--- src/common/css_pkg.sv ---
package css_pkg;

  // Core clock rate and the cycles in one microsecond
  localparam int CLK_HZ     = 25_000_000;
  localparam int CYC_PER_US = CLK_HZ / 1_000_000;

  // Short-circuit check window on the mid rail
  localparam int T_WINDOW_US = 100;
  localparam int WINDOW_CYC  = T_WINDOW_US * CYC_PER_US;

  // Delay from step-up soft-start to inverter soft-start
  localparam int T_STAGGER_MS = 2;
  localparam int STAGGER_CYC  = T_STAGGER_MS * 1000 * CYC_PER_US;

  // Time from enable to both outputs in regulation
  localparam int T_REG_MS = 6;
  localparam int REG_CYC  = T_REG_MS * 1000 * CYC_PER_US;

  // Interval counter width, wide enough for the longest interval
  localparam int TMR_W = 18;

  // Synchronised comparator and pin inputs
  localparam int SYNC_W = 8;

  // Values after reset
  localparam logic LOCKOUT_RST = 1'b1;
  localparam logic HOT_RST     = 1'b0;

  // Sequencer states
  typedef enum logic [2:0] {
    SQ_OFF   = 3'h0,
    SQ_CHECK = 3'h1,
    SQ_BOOST = 3'h2,
    SQ_INV   = 3'h3,
    SQ_FAULT = 3'h4,
    SQ_HALT  = 3'h5,
    SQ_DRAIN = 3'h6
  } css_state_e;

endpackage : css_pkg

--- src/design/css_sync.sv ---
`timescale 1ns/10ps
module css_sync
  import css_pkg::*;
#(
  parameter int WIDTH = 1
)
(
  input  wire logic             core_clk,  // Core clock
  input  wire logic             rst_b,     // Async reset, active low
  input  wire logic [WIDTH-1:0] async_in,  // Inputs from another domain
  output logic      [WIDTH-1:0] sync_out   // Synchronised copies
);

  logic [WIDTH-1:0] stage1;

  // Two-flop chain; only the second flop reads the first
  always_ff @(posedge core_clk or negedge rst_b)
  begin
    if (!rst_b)
    begin
      stage1   <= '0;
      sync_out <= '0;
    end
    else
    begin
      stage1   <= async_in;
      sync_out <= stage1;
    end
  end

endmodule : css_sync

--- src/design/css_timer.sv ---
`timescale 1ns/10ps
module css_timer
  import css_pkg::*;
(
  input  wire logic             core_clk,  // Core clock
  input  wire logic             rst_b,     // Async reset, active low
  input  wire logic             load,      // Restart the interval
  input  wire logic [TMR_W-1:0] load_val,  // Cycles minus one
  output logic                  done       // Interval has elapsed
);

  logic [TMR_W-1:0] cnt;

  // Down counter that parks at zero
  always_ff @(posedge core_clk or negedge rst_b)
  begin
    if (!rst_b)
      cnt <= '0;
    else if (load)
      cnt <= load_val;
    else if (cnt != '0)
      cnt <= cnt - 1'b1;
  end

  assign done = (cnt == '0);

endmodule : css_timer

--- src/design/css_seq.sv ---
`timescale 1ns/10ps
// Summary of operation
// - Converters run only while the enable input is high.
// - Enable low stops switching and powers down internal blocks.
// - In shutdown every power switch is held open.
// - Enable rising closes the boost rectifier for a fixed 100 us window.
// - Mid rail still low after the window: rectifier off until new enable.
// - Start on enable rising or on supply becoming valid with enable high.
// - First phase precharges the mid rail with the rectifier current-limited.
// - Mid rail at input: rectifier fully on, then step-up soft-start.
// - Inverter soft-start begins about 2 ms after step-up soft-start.
// - Both outputs are in regulation about 6 ms after enable.
// - Input lockout holds the device in shutdown whatever enable does.
// - Lockout uses separate entry and exit thresholds for hysteresis.
// - Junction above the trip temperature stops operation.
// - Operation resumes once the junction falls below the resume point.
// - Enable falling enters shutdown and halts both switch nodes.
// - After switching halts, both discharge switches close.
// - Both outputs at zero volts opens the discharge switches.
module css_seq
  import css_pkg::*;
#(
  parameter int STAGGER_CYCLES = STAGGER_CYC,  // Step-up to inverter delay
  parameter int REG_CYCLES     = REG_CYC       // Enable to regulation
)
(
  input  wire logic core_clk,                    // Core clock, 25 MHz
  input  wire logic rst_b,                       // Power-on reset, low
  input  wire logic enable,                      // Enable pin from host
  input  wire logic mid_rail_ge_input,           // Mid rail reached input
  input  wire logic input_below_entry,           // Input under entry level
  input  wire logic input_above_exit,            // Input over exit level
  input  wire logic temp_above_trip,             // Junction over trip
  input  wire logic temp_below_resume,           // Junction under resume
  input  wire logic mid_rail_at_zero,            // Mid rail discharged
  input  wire logic negative_output_at_zero,     // Negative rail discharged
  output logic      bias_on,                     // Internal blocks powered
  output logic      boost_rectifier_switch_on,   // Rectifier closed
  output logic      boost_rectifier_ilimit,      // Rectifier current-limited
  output logic      boost_switch_node_en,        // Step-up switching
  output logic      boost_soft_start,            // Step-up soft-start
  output logic      inverter_switch_node_en,     // Inverter switching
  output logic      inverter_soft_start,         // Inverter soft-start
  output logic      mid_rail_discharge_on,       // Mid rail to input switch
  output logic      negative_output_discharge_on, // Negative rail to ground
  output logic      in_regulation,               // Both outputs regulated
  output logic      short_fault                  // Mid rail short found
);

  logic [SYNC_W-1:0] raw_in;
  logic [SYNC_W-1:0] sync_in;
  logic              en_s;
  logic              mid_ok;
  logic              below_entry;
  logic              above_exit;
  logic              over_trip;
  logic              under_resume;
  logic              mid_zero;
  logic              neg_zero;
  logic              lockout;
  logic              hot;
  logic              run_ok;
  css_state_e        state;
  css_state_e        next_state;
  logic              ph_load;
  logic [TMR_W-1:0]  ph_val;
  logic              ph_done;
  logic              reg_load;
  logic              reg_done;

  // Every pin and comparator passes two flops before use
  assign raw_in = {enable, mid_rail_ge_input, input_below_entry,
                   input_above_exit, temp_above_trip, temp_below_resume,
                   mid_rail_at_zero, negative_output_at_zero};

  css_sync #(
    .WIDTH    (SYNC_W)
  ) u_sync (
    .core_clk (core_clk),
    .rst_b    (rst_b),
    .async_in (raw_in),
    .sync_out (sync_in)
  );

  assign en_s         = sync_in[7];
  assign mid_ok       = sync_in[6];
  assign below_entry  = sync_in[5];
  assign above_exit   = sync_in[4];
  assign over_trip    = sync_in[3];
  assign under_resume = sync_in[2];
  assign mid_zero     = sync_in[1];
  assign neg_zero     = sync_in[0];

  // Lockout latch; separate set and clear levels give the hysteresis
  always_ff @(posedge core_clk or negedge rst_b)
  begin
    if (!rst_b)
      lockout <= LOCKOUT_RST;
    else if (below_entry)
      lockout <= 1'b1;
    else if (above_exit)
      lockout <= 1'b0;
  end

  // Thermal latch; trip wins if both comparators glitch together
  always_ff @(posedge core_clk or negedge rst_b)
  begin
    if (!rst_b)
      hot <= HOT_RST;
    else if (over_trip)
      hot <= 1'b1;
    else if (under_resume)
      hot <= 1'b0;
  end

  // Conditions under which the converters may run
  assign run_ok = en_s && !lockout && !hot;

  // Phase timer: check window, then step-up to inverter delay
  css_timer u_phase (
    .core_clk (core_clk),
    .rst_b    (rst_b),
    .load     (ph_load),
    .load_val (ph_val),
    .done     (ph_done)
  );

  // Time since the sequence started, for the regulation flag
  css_timer u_since (
    .core_clk (core_clk),
    .rst_b    (rst_b),
    .load     (reg_load),
    .load_val (TMR_W'(REG_CYCLES - 1)),
    .done     (reg_done)
  );

  // Timers reload on the way into the state they time
  always_comb
  begin
    ph_load  = 1'b0;
    ph_val   = TMR_W'(WINDOW_CYC - 1);
    reg_load = 1'b0;
    if (state == SQ_OFF && next_state == SQ_CHECK)
    begin
      ph_load  = 1'b1;
      reg_load = 1'b1;
    end
    else if (state == SQ_CHECK && next_state == SQ_BOOST)
    begin
      ph_load = 1'b1;
      ph_val  = TMR_W'(STAGGER_CYCLES - 1);
    end
  end

  // Sequencer; an abort always halts switching before draining
  always_comb
  begin
    next_state = state;
    unique case (state)
      SQ_OFF:
        if (run_ok)
          next_state = SQ_CHECK;
      SQ_CHECK:
        if (!run_ok)
          next_state = SQ_HALT;
        else if (ph_done)
          next_state = mid_ok ? SQ_BOOST : SQ_FAULT;
      SQ_BOOST:
        if (!run_ok)
          next_state = SQ_HALT;
        else if (ph_done)
          next_state = SQ_INV;
      SQ_INV:
        if (!run_ok)
          next_state = SQ_HALT;
      SQ_FAULT:
        if (!run_ok)
          next_state = SQ_HALT;
      SQ_HALT:
        next_state = SQ_DRAIN;
      SQ_DRAIN:
        if (mid_zero && neg_zero)
          next_state = SQ_OFF;
      default:
        next_state = SQ_HALT;
    endcase
  end

  always_ff @(posedge core_clk or negedge rst_b)
  begin
    if (!rst_b)
      state <= SQ_OFF;
    else
      state <= next_state;
  end

  // Outputs decoded from the next state so each is a flop
  always_ff @(posedge core_clk or negedge rst_b)
  begin
    if (!rst_b)
    begin
      bias_on                      <= 1'b0;
      boost_rectifier_switch_on    <= 1'b0;
      boost_rectifier_ilimit       <= 1'b0;
      boost_switch_node_en         <= 1'b0;
      boost_soft_start             <= 1'b0;
      inverter_switch_node_en      <= 1'b0;
      inverter_soft_start          <= 1'b0;
      mid_rail_discharge_on        <= 1'b0;
      negative_output_discharge_on <= 1'b0;
      in_regulation                <= 1'b0;
      short_fault                  <= 1'b0;
    end
    else
    begin
      // Bias stays up while draining, the switches need drive
      bias_on <= (next_state != SQ_OFF);
      boost_rectifier_switch_on <= next_state inside
        {SQ_CHECK, SQ_BOOST, SQ_INV};
      // Limit drops as soon as the mid rail catches up
      boost_rectifier_ilimit <= (next_state == SQ_CHECK) && !mid_ok;
      boost_switch_node_en <= next_state inside
        {SQ_BOOST, SQ_INV};
      boost_soft_start <= (next_state == SQ_BOOST);
      inverter_switch_node_en <= (next_state == SQ_INV);
      inverter_soft_start <= (next_state == SQ_INV) && !reg_done;
      mid_rail_discharge_on <= (next_state == SQ_DRAIN);
      negative_output_discharge_on <= (next_state == SQ_DRAIN);
      in_regulation <= (next_state == SQ_INV) && reg_done;
      short_fault <= (next_state == SQ_FAULT);
    end
  end

  // Helper counters read only by the checks below
  logic [TMR_W-1:0] win_cnt;
  logic [TMR_W-1:0] stag_cnt;
  logic [TMR_W-1:0] since_cnt;

  always_ff @(posedge core_clk or negedge rst_b)
  begin
    if (!rst_b)
    begin
      win_cnt   <= '0;
      stag_cnt  <= '0;
      since_cnt <= '0;
    end
    else
    begin
      win_cnt   <= (next_state == SQ_CHECK && state == SQ_CHECK) ?
                   win_cnt + 1'b1 : '0;
      stag_cnt  <= (next_state == SQ_BOOST && state == SQ_BOOST) ?
                   stag_cnt + 1'b1 : '0;
      if (next_state == SQ_OFF || state == SQ_OFF)
        since_cnt <= '0;
      else if (since_cnt != '1)
        since_cnt <= since_cnt + 1'b1;
    end
  end

  a_shutdown_open: assert property (
    @(posedge core_clk) disable iff (!rst_b)
    (state == SQ_OFF && !run_ok) |=> !boost_rectifier_switch_on &&
      !boost_switch_node_en && !inverter_switch_node_en && !bias_on)
    else $error("switch closed in shutdown");

  a_run_needs_en: assert property (
    @(posedge core_clk) disable iff (!rst_b)
    boost_switch_node_en |-> $past(en_s))
    else $error("step-up switching without enable");

  a_window_len: assert property (
    @(posedge core_clk) disable iff (!rst_b)
    (state == SQ_CHECK && run_ok && next_state != SQ_CHECK) |->
      win_cnt == TMR_W'(WINDOW_CYC - 1))
    else $error("check window has wrong length");

  a_short_latch: assert property (
    @(posedge core_clk) disable iff (!rst_b)
    (state == SQ_CHECK && ph_done && !mid_ok && run_ok) |=>
      short_fault && !boost_rectifier_switch_on)
    else $error("rectifier left on after failed check");

  a_fault_holds: assert property (
    @(posedge core_clk) disable iff (!rst_b)
    (state == SQ_FAULT && run_ok) |=> state == SQ_FAULT
      ##1 !boost_rectifier_switch_on)
    else $error("fault released without enable pulse");

  a_precharge_lim: assert property (
    @(posedge core_clk) disable iff (!rst_b)
    (state == SQ_CHECK && next_state == SQ_CHECK && !mid_ok) |=>
      boost_rectifier_ilimit && boost_rectifier_switch_on)
    else $error("precharge not current-limited");

  a_boost_after_full: assert property (
    @(posedge core_clk) disable iff (!rst_b)
    $rose(boost_soft_start) |-> boost_rectifier_switch_on &&
      !boost_rectifier_ilimit && $past(mid_ok))
    else $error("step-up started before rectifier fully on");

  a_inv_stagger: assert property (
    @(posedge core_clk) disable iff (!rst_b)
    (state == SQ_BOOST && next_state == SQ_INV) |->
      stag_cnt == TMR_W'(STAGGER_CYCLES - 1))
    else $error("inverter soft-start stagger wrong");

  a_reg_time: assert property (
    @(posedge core_clk) disable iff (!rst_b)
    $rose(in_regulation) |-> since_cnt >= TMR_W'(REG_CYCLES))
    else $error("regulation flagged too early");

  a_reg_prompt: assert property (
    @(posedge core_clk) disable iff (!rst_b)
    (state == SQ_INV && reg_done && run_ok) |=> in_regulation)
    else $error("regulation flag late");

  a_abort_halt: assert property (
    @(posedge core_clk) disable iff (!rst_b)
    (!run_ok && state inside {SQ_CHECK, SQ_BOOST, SQ_INV, SQ_FAULT})
      |=> state == SQ_HALT && !boost_switch_node_en &&
      !inverter_switch_node_en)
    else $error("start-up not aborted");

  a_lockout_hyst: assert property (
    @(posedge core_clk) disable iff (!rst_b)
    (lockout && !above_exit) |=> lockout)
    else $error("lockout released below exit level");

  a_thermal_hyst: assert property (
    @(posedge core_clk) disable iff (!rst_b)
    (hot && under_resume && !over_trip) |=> !hot)
    else $error("thermal stop not released");

  a_drain_after_halt: assert property (
    @(posedge core_clk) disable iff (!rst_b)
    state == SQ_HALT |=> mid_rail_discharge_on &&
      negative_output_discharge_on && !boost_switch_node_en)
    else $error("discharge not applied after halt");

  a_drain_ends: assert property (
    @(posedge core_clk) disable iff (!rst_b)
    (state == SQ_DRAIN && mid_zero && neg_zero) |=>
      !mid_rail_discharge_on && !negative_output_discharge_on)
    else $error("discharge switches left closed");

  c_regulated: cover property (
    @(posedge core_clk) disable iff (!rst_b) $rose(in_regulation));

  c_short: cover property (
    @(posedge core_clk) disable iff (!rst_b) $rose(short_fault));

  c_thermal_abort: cover property (
    @(posedge core_clk) disable iff (!rst_b)
    (hot && state == SQ_INV) ##1 state == SQ_HALT);

  c_drained: cover property (
    @(posedge core_clk) disable iff (!rst_b)
    state == SQ_DRAIN ##1 state == SQ_OFF);

endmodule : css_seq

--- config.mk ---
export PLATFORM = sky130hd
export DESIGN_NAME = css_seq
export DESIGN_NICKNAME = d
export VERILOG_FILES = /design/src/common/css_pkg.sv /design/src/design/css_sync.sv /design/src/design/css_timer.sv /design/src/design/css_seq.sv
export SDC_FILE = /design/constraint.sdc
export NUM_CORES = 1
export LEC_CHECK = 0
export BUFFER_PORTS_ARGS = -buffer_cell sky130_fd_sc_hd__buf_4
export CAP_MARGIN = 0
export CORE_ASPECT_RATIO = 1.75
export CORE_MARGIN = 10
export CORE_UTILIZATION = 60
export CTS_BUF_LIST = sky130_fd_sc_hd__clkbuf_4
export DETAILED_ROUTE_END_ITERATION = 8
export GPL_TIMING_DRIVEN = 0
export PLACE_DENSITY = 0.79
export SETUP_SLACK_MARGIN = 0.1
export SYNTH_ARGS = -nofsm -noshare
export SYNTH_HDL_FRONTEND = slang
export SYNTH_SLANG_ARGS = --single-unit
--- constraint.sdc ---
create_clock -name core_clk -period 2.5 [get_ports core_clk]
set_clock_uncertainty 0.1 [all_clocks]
set_input_delay 0.625 -clock core_clk [delete_from_list [all_inputs] [get_ports core_clk]]
set_output_delay 0.625 -clock core_clk [all_outputs]
set_load 0.05 [all_outputs]
==> results of run 1 <==
-- cell families (layout without fill, tap and decap cells) --
group,Yosys count,count (layout),share of synthesized area [%]
AOI/OAI and AO/OA,56,56,12.1
xor gates and xnor gates,22,22,6.40
adders and majority gates,2,2,0.831
buffers and inverters,21,69,2.99
DFF,67,67,55.8
muxes,3,3,0.998
and+or+nand+nor,113,113,20.9
-- sequential cells by signal, summed over array words and instances, names as in the netlist --
| signal | cells |
|---|---|
| u_since.cnt | 18 |
| boost_rectifier_switch_on | 1 |
| inverter_switch_node_en | 1 |
| in_regulation | 1 |
| negative_output_discharge_on | 1 |
| inverter_soft_start | 1 |
| u_sync.stage1 | 8 |
| short_fault | 1 |
| lockout | 1 |
| u_phase.cnt | 18 |
| u_sync.sync_out | 8 |
| state | 3 |
| bias_on | 1 |
| boost_switch_node_en | 1 |
| boost_soft_start | 1 |
| hot | 1 |
| boost_rectifier_ilimit | 1 |
-- layer usage --
layer  vias up  track usage, %
met2        71            27.8
met1      1147            17.8
met3        17            4.43
met4         0            8.36
met5         -               0
li1       1105               -
-- worst reg2reg max path, stage by stage (launching register included) --
cell and delay, ns:
dfrtp_2 0.43, or4_4 0.58, nor3_4 0.22, nand2_2 0.12, a221o_1 0.37, buf_6 0.15
nor4_1 0.30
-- per-stage QoR --
step / utilization (%) / std cells / area, um^2
after floorplan: - / 284 / 3010
after global routing: 72.1 / 386 / 3560
after CTS: 69.8 / 376 / 3440
after detailed placement: 65.4 / 358 / 3230
final: 72.1 / 386 / 3560
after global placement: 65.4 / 358 / 3230
-- power groups by stage --
stage	clock network, mW	registers [mW]	logic (mW)
2_1_floorplan	0	1.79	0.963
3_3_place_gp	0	1.70	1.39
3_5_place_dp	0	1.73	1.42
4_1_cts	0.779	1.74	1.50
5_1_grt	0.831	1.79	1.82
6_report	0.762	1.75	1.64
-- worst paths after layout --
path / start / to / slack, ns / cells after the start
min in group core_clk: mid_rail_ge_input / u_sync.stage1[6] / 0.22 / 1
worst min register to register: u_sync.stage1[7] / u_sync.sync_out[7] / 0.26 / 0
max in group asynchronous: rst_b / u_phase.cnt[13] / 1.57 / 1
worst max register to register: u_phase.cnt[13] / inverter_soft_start / 0.14 / 6
worst max-delay path: u_phase.cnt[13] / inverter_soft_start / 0.14 / 6
worst min-delay path: rst_b / boost_rectifier_switch_on / 0.19 / 1
-- timing repair --
item	4_1_cts	5_1_grt
gates resized for setup	8	11
buffers inserted	2	10
pin swaps	1	4
gates cloned	0	0
endpoints found under the setup margin	27	26
hold endpoints to repair	0	0
-- final cells by class --
class,instances,area (um^2)
Inverter,12,45.0
Buffer,9,48.8
Fill cell,367,1380
Timing Repair Buffer,32,240
Tap cell,54,67.6
Clock inverter,7,85.1
Clock buffer,9,67.6
Sequential cell,67,1680
Multi-Input combinational cell,196,1320
-- placed cells by master, fill, tap and decap left out, types with 7 or more instances in the layout --
cell,count
a21oi_1,8
buf_4,33
clkbuf_4,10
dfrtp_1,64
inv_1,12
nand2_1,24
nand3_1,7
nor2_1,28
nor3_1,9
o21ai_0,17
xnor2_1,10
xor2_1,12
==> impl_metrics.toml, run 1 <==
[synthesis]
netlist_area_um2 = 3010
ys_warn_count = 0
synthCells = 284
seq_area_frac_synth_pct = 55.8
synth_nets = 296
avgSynthCellArea_um2 = 10.6
synth_most_common_cell = "dfrtp_1"
yosysUniqueCellTypes = 57
synth_common_cells = "dfrtp_1, nor2_1, nand2_1"
synth-seq-cells = 67
synth-edff-count = 0
synth_flop_cell = "dfrtp_1"
yosysTopAreaCellShare_pct = 54.9
synthArstFlopShare_pct = 100
yosys-top-cells-area = "dfrtp_1, nor2_1, xor2_1"
yosysTopAreaCell = "dfrtp_1"

[hold_path]
hp-class = "in -> async"

[setup_path]
worstPathArrival_ns = 2.57
critical_path_class = "reg -> reg"
crit_family = "simple AND/OR/NAND/NOR gates"
critPathBufInv = 1
path_cells = "or4_4 -> nor3_4 -> nand2_2 -> a221o_1 -> buf_6 -> nor4_1"
start_kind = "flip-flop"
required_ns = 2.70
cp_slowest_cell = "or4_4"
crit_path_max_fanout = 10
endpoint_kind = "flip-flop"
max_stage_delay_ns = 0.58

[timing]
final.min_clock_period_ns = 2.36
min_period_over_period_pct = 94.5
tightestPinTransition_ns = 0.825
rsz0062_at_grt = "yes"
hold-worst-slack_ns = 0.189
relSlewSlack_pct = 44.5
setup_viol = 0
tns_ns = 0
setup_ws_ns = 0.139
hold_viol = 0
clock.fmax_mhz = 423
slew_viol_final = 0

[route]
wl_met1_mm = 2.43
drc = 0
met2_length_mm = 3.48
ant_nets = 0
top_layer_used = "met4"
drt_wl_total_mm = 6.34
routedWlPerCell_um = 16.4
dr_wl_met3_um = 271
vias = 2340
first_pass_iters = 4
routed_via_density = 6.06
drtIter0Drc = 175

[power]
power_frac_comb_pct = 39.6
intPower_mw = 2.41
sw_frac_of_total_pct = 42.1
clockPowerShare_pct = 18.4
ir_drop_mv = 0.847
p_per_area_nw_per_um2 = 1170
p_seq_share_pct = 42.1
p_switching_mw = 1.75
finalPower_mw = 4.15
p_leak_nw = 1.55

[clocking]
cts-root-buf = "clkbuf_4"
clock_path_buffers = 2
cts_hold_buf = 0
cts_tree = "done"
clk_pin_slew_ns = 0.13
insertion_delay_ns = 0.41
tritoncts.num_buffers = 9
numClockSinks = 67
htreeDepth = 3

[floorplan]
num_io_pins = 21
die_h_um = 114
die_x_um = 73.5
die_area_um2 = 8360
start_util_pct = 61.0
core_area_um2 = 4930
fp-row-count = 34

[layout]
n_antenna_cell = 0
drive_above_1_share_pct = 22.0
area_growth_pct = 18.2
finalNetCount = 339

[status]
status = "finished clean"

[global_route]
grt_max_degree = 68
antenna_found_initial = 0
grt-ovfl-total = 0
grt_pass1_vias = 2408
grt_pass1_wl_mm = 11.0
grt_usage_pct = 16.4

[placed_design]
portBuffers = 20
finalWeightedCongestion = 0.879
hpwl_mm = 4.29
pre_cts_slack_ns = -0.231

[run]
max-cap-violations = 0
Note: power is estimated with default switching activity, not from simulation.
==> inputs of run 2 (changes only) <==
CORE_UTILIZATION = 24   (was 60)
PLACE_DENSITY = unset   (was 0.79)
==> run 2 against run 1 <==
- first-iteration DRC count decreased by 0.57%
- setup slack improved by 0.051 ns
- non-clock buffer count decreased by 2
- largest power group unchanged
- clock power increased by 4.3%
- largest cell class unchanged
- critical endpoint is now in_regulation
==> impl_metrics.toml, run 2 (same netlist as run 1, synthesis figures left out) <==
[global_route]
grt_usage_pct = 8.06
grt_pass1_wl_mm = 11.5
antenna_found_initial = 1
grt-ovfl-total = 0
grt_pass1_vias = 2379
grt_max_degree = 68

[layout]
fillers = 1268
fin_area_um2 = 3680
layout.cells.most_common = "dfrtp_1"
layout_common_cells = "dfrtp_1, buf_4, nor2_1"
area_growth_pct = 22.3
drive_above_1_share_pct = 21.0
top_regs = "u_phase.cnt x18, u_since.cnt x18"
fin_cells = 498
finalNetCount = 337

[placed_design]
dp.cells = 473
finalWeightedCongestion = 0.799
hpwl_mm = 4.73
post_dp_cell_area_um2 = 3370
portBuffers = 20

[route]
drt_wl_total_mm = 6.72
routed_via_density = 4.55
first_pass_iters = 4
vias = 2267
routedWlPerCell_um = 13.5
drtIter0Drc = 174
drc = 0
ant_nets = 0

[power]
intPower_mw = 2.46
p_seq_share_pct = 42.2
sw_frac_of_total_pct = 40.4
clockPowerShare_pct = 19.2
ir_drop_mv = 0.290
p_leak_nw = 1.54
power_frac_comb_pct = 38.6
p_per_area_nw_per_um2 = 1120
p_switching_mw = 1.67

[setup_path]
worstPathArrival_ns = 2.54
start_kind = "flip-flop"
max_stage_delay_ns = 0.61
required_ns = 2.73
cp_slowest_cell = "or4_4"
critical_path_class = "reg -> reg"
path_cells = "or4_4 -> nor3_4 -> nand2_4 -> a221o_1 -> buf_6 -> nor4_1"
r2r_cells = 6
crit_path_max_fanout = 10
endpoint_kind = "flip-flop"

[clocking]
cts-root-buf = "clkbuf_4"
cts_hold_buf = 0
clk_pin_slew_ns = 0.11
cts_tree = "done"
tritoncts.num_buffers = 9
htreeDepth = 3
insertion_delay_ns = 0.43
numClockSinks = 67
clock_path_buffers = 2

[timing]
relSlewSlack_pct = 43.7
hold_viol = 0
final.min_clock_period_ns = 2.31
rsz0062_at_grt = "no"
min_period_over_period_pct = 92.4
setup_viol = 0
clock.fmax_mhz = 433
slew_viol_final = 0
tightestPinTransition_ns = 0.845

[floorplan]
die_area_um2 = 17600
num_io_pins = 21
die_x_um = 105
start_util_pct = 24.3
die_h_um = 168
fp-row-count = 54
core_area_um2 = 12400

[status]
status = "finished clean"

[hold_path]
hp-class = "in -> async"

[run]
max-cap-violations = 0
==> run 2: cell types whose count changed in the layout (fill, tap and decap cells not counted), sizes merged <==
cell      delta
buf          -2
bufinv       +1
clkbuf       +1
clkinv       -2
clkinvlp     +2
diode        +1
inv          -3
==> run 2: through the flow <==
step	utilization, %	hold slack (ns)	TNS [ns]	power [mW]	worst slack [ns]
global route	29.8	0.169	0	4.43	0.116
detailed placement	27.3	0.235	-3.06	3.17	-0.206
floorplan	-	0.229	0	2.75	0.282
global placement	27.3	0.231	-3.03	3.12	-0.219
finish	29.8	0.186	0	4.13	0.190
CTS	29.1	0.180	0	4.09	0.111
==> run 2: routing by layer <==
layer	GRT usage [%]	vias up	share of wire (%)
met3	2.41	24	4.4
met4	6.12	0	5.2
met1	7.96	1100	37
li1	-	1098	-
met2	13.9	45	53
met5	0	-	0
==> run 2: power groups by stage <==
stage               Clock (mW)  Combinational (mW)  Sequential, mW
floorplan                    0               0.963            1.79
global placement             0                1.41            1.71
detailed placement           0                1.45            1.72
CTS                      0.821                1.53            1.74
global route             0.869                1.77            1.79
finish                   0.795                1.59            1.74
==> run 2: critical path, delay by kind of cell (launching register included) <==
family | cells | cell delay, ns
buffers and inverters | 1 | 0.16
AND/OR/NAND/NOR | 4 | 1.18
AO/OA/AOI/OAI | 1 | 0.34
flip-flops | 1 | 0.45
==> run 2: worst paths after layout <==
check | from | end | slack [ns]
max | u_phase.cnt[13] | in_regulation | 0.19
min reg2reg | u_sync.stage1[3] | u_sync.sync_out[3] | 0.26
max in group asynchronous | rst_b | u_phase.cnt[12] | 1.50
min | rst_b | u_sync.stage1[4] | 0.19
min in group core_clk | input_above_exit | u_sync.stage1[4] | 0.20
max reg2reg | u_phase.cnt[13] | in_regulation | 0.19
==> run 2: repair_timing <==
action	4_1_cts	5_1_grt
buffers inserted	3	6
endpoints found under the setup margin	29	31
resized for setup	8	10
pin swaps	1	3
==> run 2: cell type report <==
cell class / count / area [um^2] / area share (%)
Sequential cell: 67 / 1680 / 45.6
Multi-Input combinational cell: 196 / 1320 / 35.9
Timing Repair Buffer: 30 / 223 / 6.05
Tap cell: 168 / 210 / 5.71
Clock inverter: 5 / 78.8 / 2.14
Clock buffer: 10 / 75.1 / 2.04
Buffer: 9 / 46.3 / 1.26
Inverter: 12 / 45.0 / 1.22
Antenna cell: 1 / 2.50 / 0.0680
==> inputs of run 3 (changes only) <==
RECOVER_POWER = 25   (was unset)
==> run 3 against run 2 <==
- the run now ends with max-capacitance violations, max-slew violations left
- clock power barely moved
- sequential power barely moved
- largest power group unchanged
- design area barely moved
- critical path depth did not move
- global-route usage did not move
- critical path type unchanged
- first-iteration DRC count did not move
- non-clock buffer count did not move
- hold slack improved by 0.040 ns
- total power barely moved
- highest routed layer unchanged
- sequential cell count did not move
- via count did not move
==> impl_metrics.toml, run 3 (same netlist as run 1, synthesis figures left out) <==
[status]
status = "finished, violations left"
violations = "max-capacitance violations, max-slew violations"

[placed_design]
portBuffers = 20
hpwl_mm = 4.73
finalWeightedCongestion = 0.799

[setup_path]
start_kind = "flip-flop"
required_ns = 2.73
r2r_cells = 6
crit_path_max_fanout = 10
r2r_end = "in_regulation"
crit_path_start = "u_phase.cnt[13]"
rrSetupSlack_ns = 0.19
endpoint_kind = "flip-flop"
worstPathArrival_ns = 2.54
r2r_start = "u_phase.cnt[13]"
critical_path_class = "reg -> reg"

[run]
max-cap-violations = 1

[route]
ant_nets = 0
first_pass_iters = 4
drt_wl_total_mm = 6.71
vias = 2267
routed_via_density = 4.55
drtIter0Drc = 174
routedWlPerCell_um = 13.5
drc = 0

[timing]
clock.fmax_mhz = 433
slew_viol_final = 68
setup_viol = 0
hold-worst-slack_ns = 0.227
min_period_over_period_pct = 92.4
tns_ns = 0
final.min_clock_period_ns = 2.31
hold_viol = 0
relSlewSlack_pct = -10.8
tightestPinTransition_ns = 1.66
rsz0062_at_grt = "no"

[clocking]
cts-root-buf = "clkbuf_4"
htreeDepth = 3
clk_pin_slew_ns = 0.11
tritoncts.num_buffers = 9
numClockSinks = 67
cts_tree = "done"
clock_path_buffers = 2
insertion_delay_ns = 0.43

[layout]
regArea_um2 = 1680
layout.cells.most_common = "dfrtp_1"
area_growth_pct = 22.2
layout_common_cells = "dfrtp_1, nor2_1, nand2_1"
top_regs = "u_phase.cnt x18, u_since.cnt x18"
drive_above_1_share_pct = 20.7
post-route-util_pct = 29.8
finalNetCount = 337
multi_input_area_um2 = 1320
fillers = 1267

[global_route]
grt_max_degree = 68
grt_pass1_vias = 2379
grt_pass1_wl_mm = 11.5
antenna_found_initial = 1
grt_usage_pct = 8.06
grt-ovfl-total = 0

[floorplan]
die_area_um2 = 17600
core_area_um2 = 12400
die_x_um = 105
start_util_pct = 24.3
die_h_um = 168
fp-row-count = 54
num_io_pins = 21

[hold_path]
hp-start = "input_below_entry"
hp-class = "in -> reg"
whs_endpoint = "u_sync.stage1[5]"
holdPathStages = 1

[power]
ir_drop_mv = 0.290
p_per_area_nw_per_um2 = 1120
p_leak_nw = 1.53
==> run 3: layer usage <==
metal	track usage [%]	up-vias	part of all wire [%]
met2	13.9	45	53
met5	0	-	0
met4	6.12	0	5.2
met1	7.96	1100	37
met3	2.41	24	4.5
li1	-	1098	-
==> run 3: cell type report <==
class,count,share of cell area (%)
diodes,1,0.0680
plain buffers,9,1.26
clock buffers,10,2.04
clock inverters,5,2.14
inverters,12,1.22
multi-input cells,196,35.9
flip-flops and latches,67,45.6
well taps,168,5.71
repair buffers,30,5.99
==> run 3: how the worst max path moves through the flow <==
stage | end | slack (ns)
3_3_place_gp | u_since.cnt[13] | -0.22
6_report | in_regulation | 0.19
4_1_cts | u_since.cnt[11] | 0.11
5_1_grt | u_phase.cnt[17] | 0.12
2_1_floorplan | in_regulation | 0.28
3_5_place_dp | u_phase.cnt[17] | -0.21
==> run 3: power breakdown <==
group	leakage, nW	internal, mW	switching [mW]
Combinational	0.640	0.654	0.938
Sequential	0.818	1.40	0.345
Clock	0.0761	0.408	0.387
Total	1.53	2.46	1.67
==> run 3: worst max-delay path, cell delays in order, from the launching register on <==
cell,delay (ns)
dfrtp_1,0.45
or4_4,0.61
nor3_4,0.20
nand2_4,0.10
a221o_1,0.34
buf_6,0.16
nor4_1,0.27
==> run 3: metrics by stage <==
| step | power, mW | area, um^2 | setup WS (ns) | std cells |
|---|---|---|---|---|
| after floorplan | 2.75 | 3010 | 0.282 | 284 |
| after global placement | 3.12 | 3370 | -0.219 | 472 |
| after detailed placement | 3.17 | 3370 | -0.206 | 473 |
| after CTS | 4.09 | 3590 | 0.111 | 491 |
| after global routing | 4.43 | 3680 | 0.116 | 498 |
| final | 4.13 | 3680 | 0.190 | 498 |
==> run 3: timing repair <==
| action | 4_1_cts | 5_1_grt |
|---|---|---|
| endpoints found under the setup margin | 29 | 31 |
| setup buffers | 3 | 6 |
| hold buffers | 0 | 0 |
| gates resized for setup | 8 | 10 |
| pin swaps | 1 | 3 |
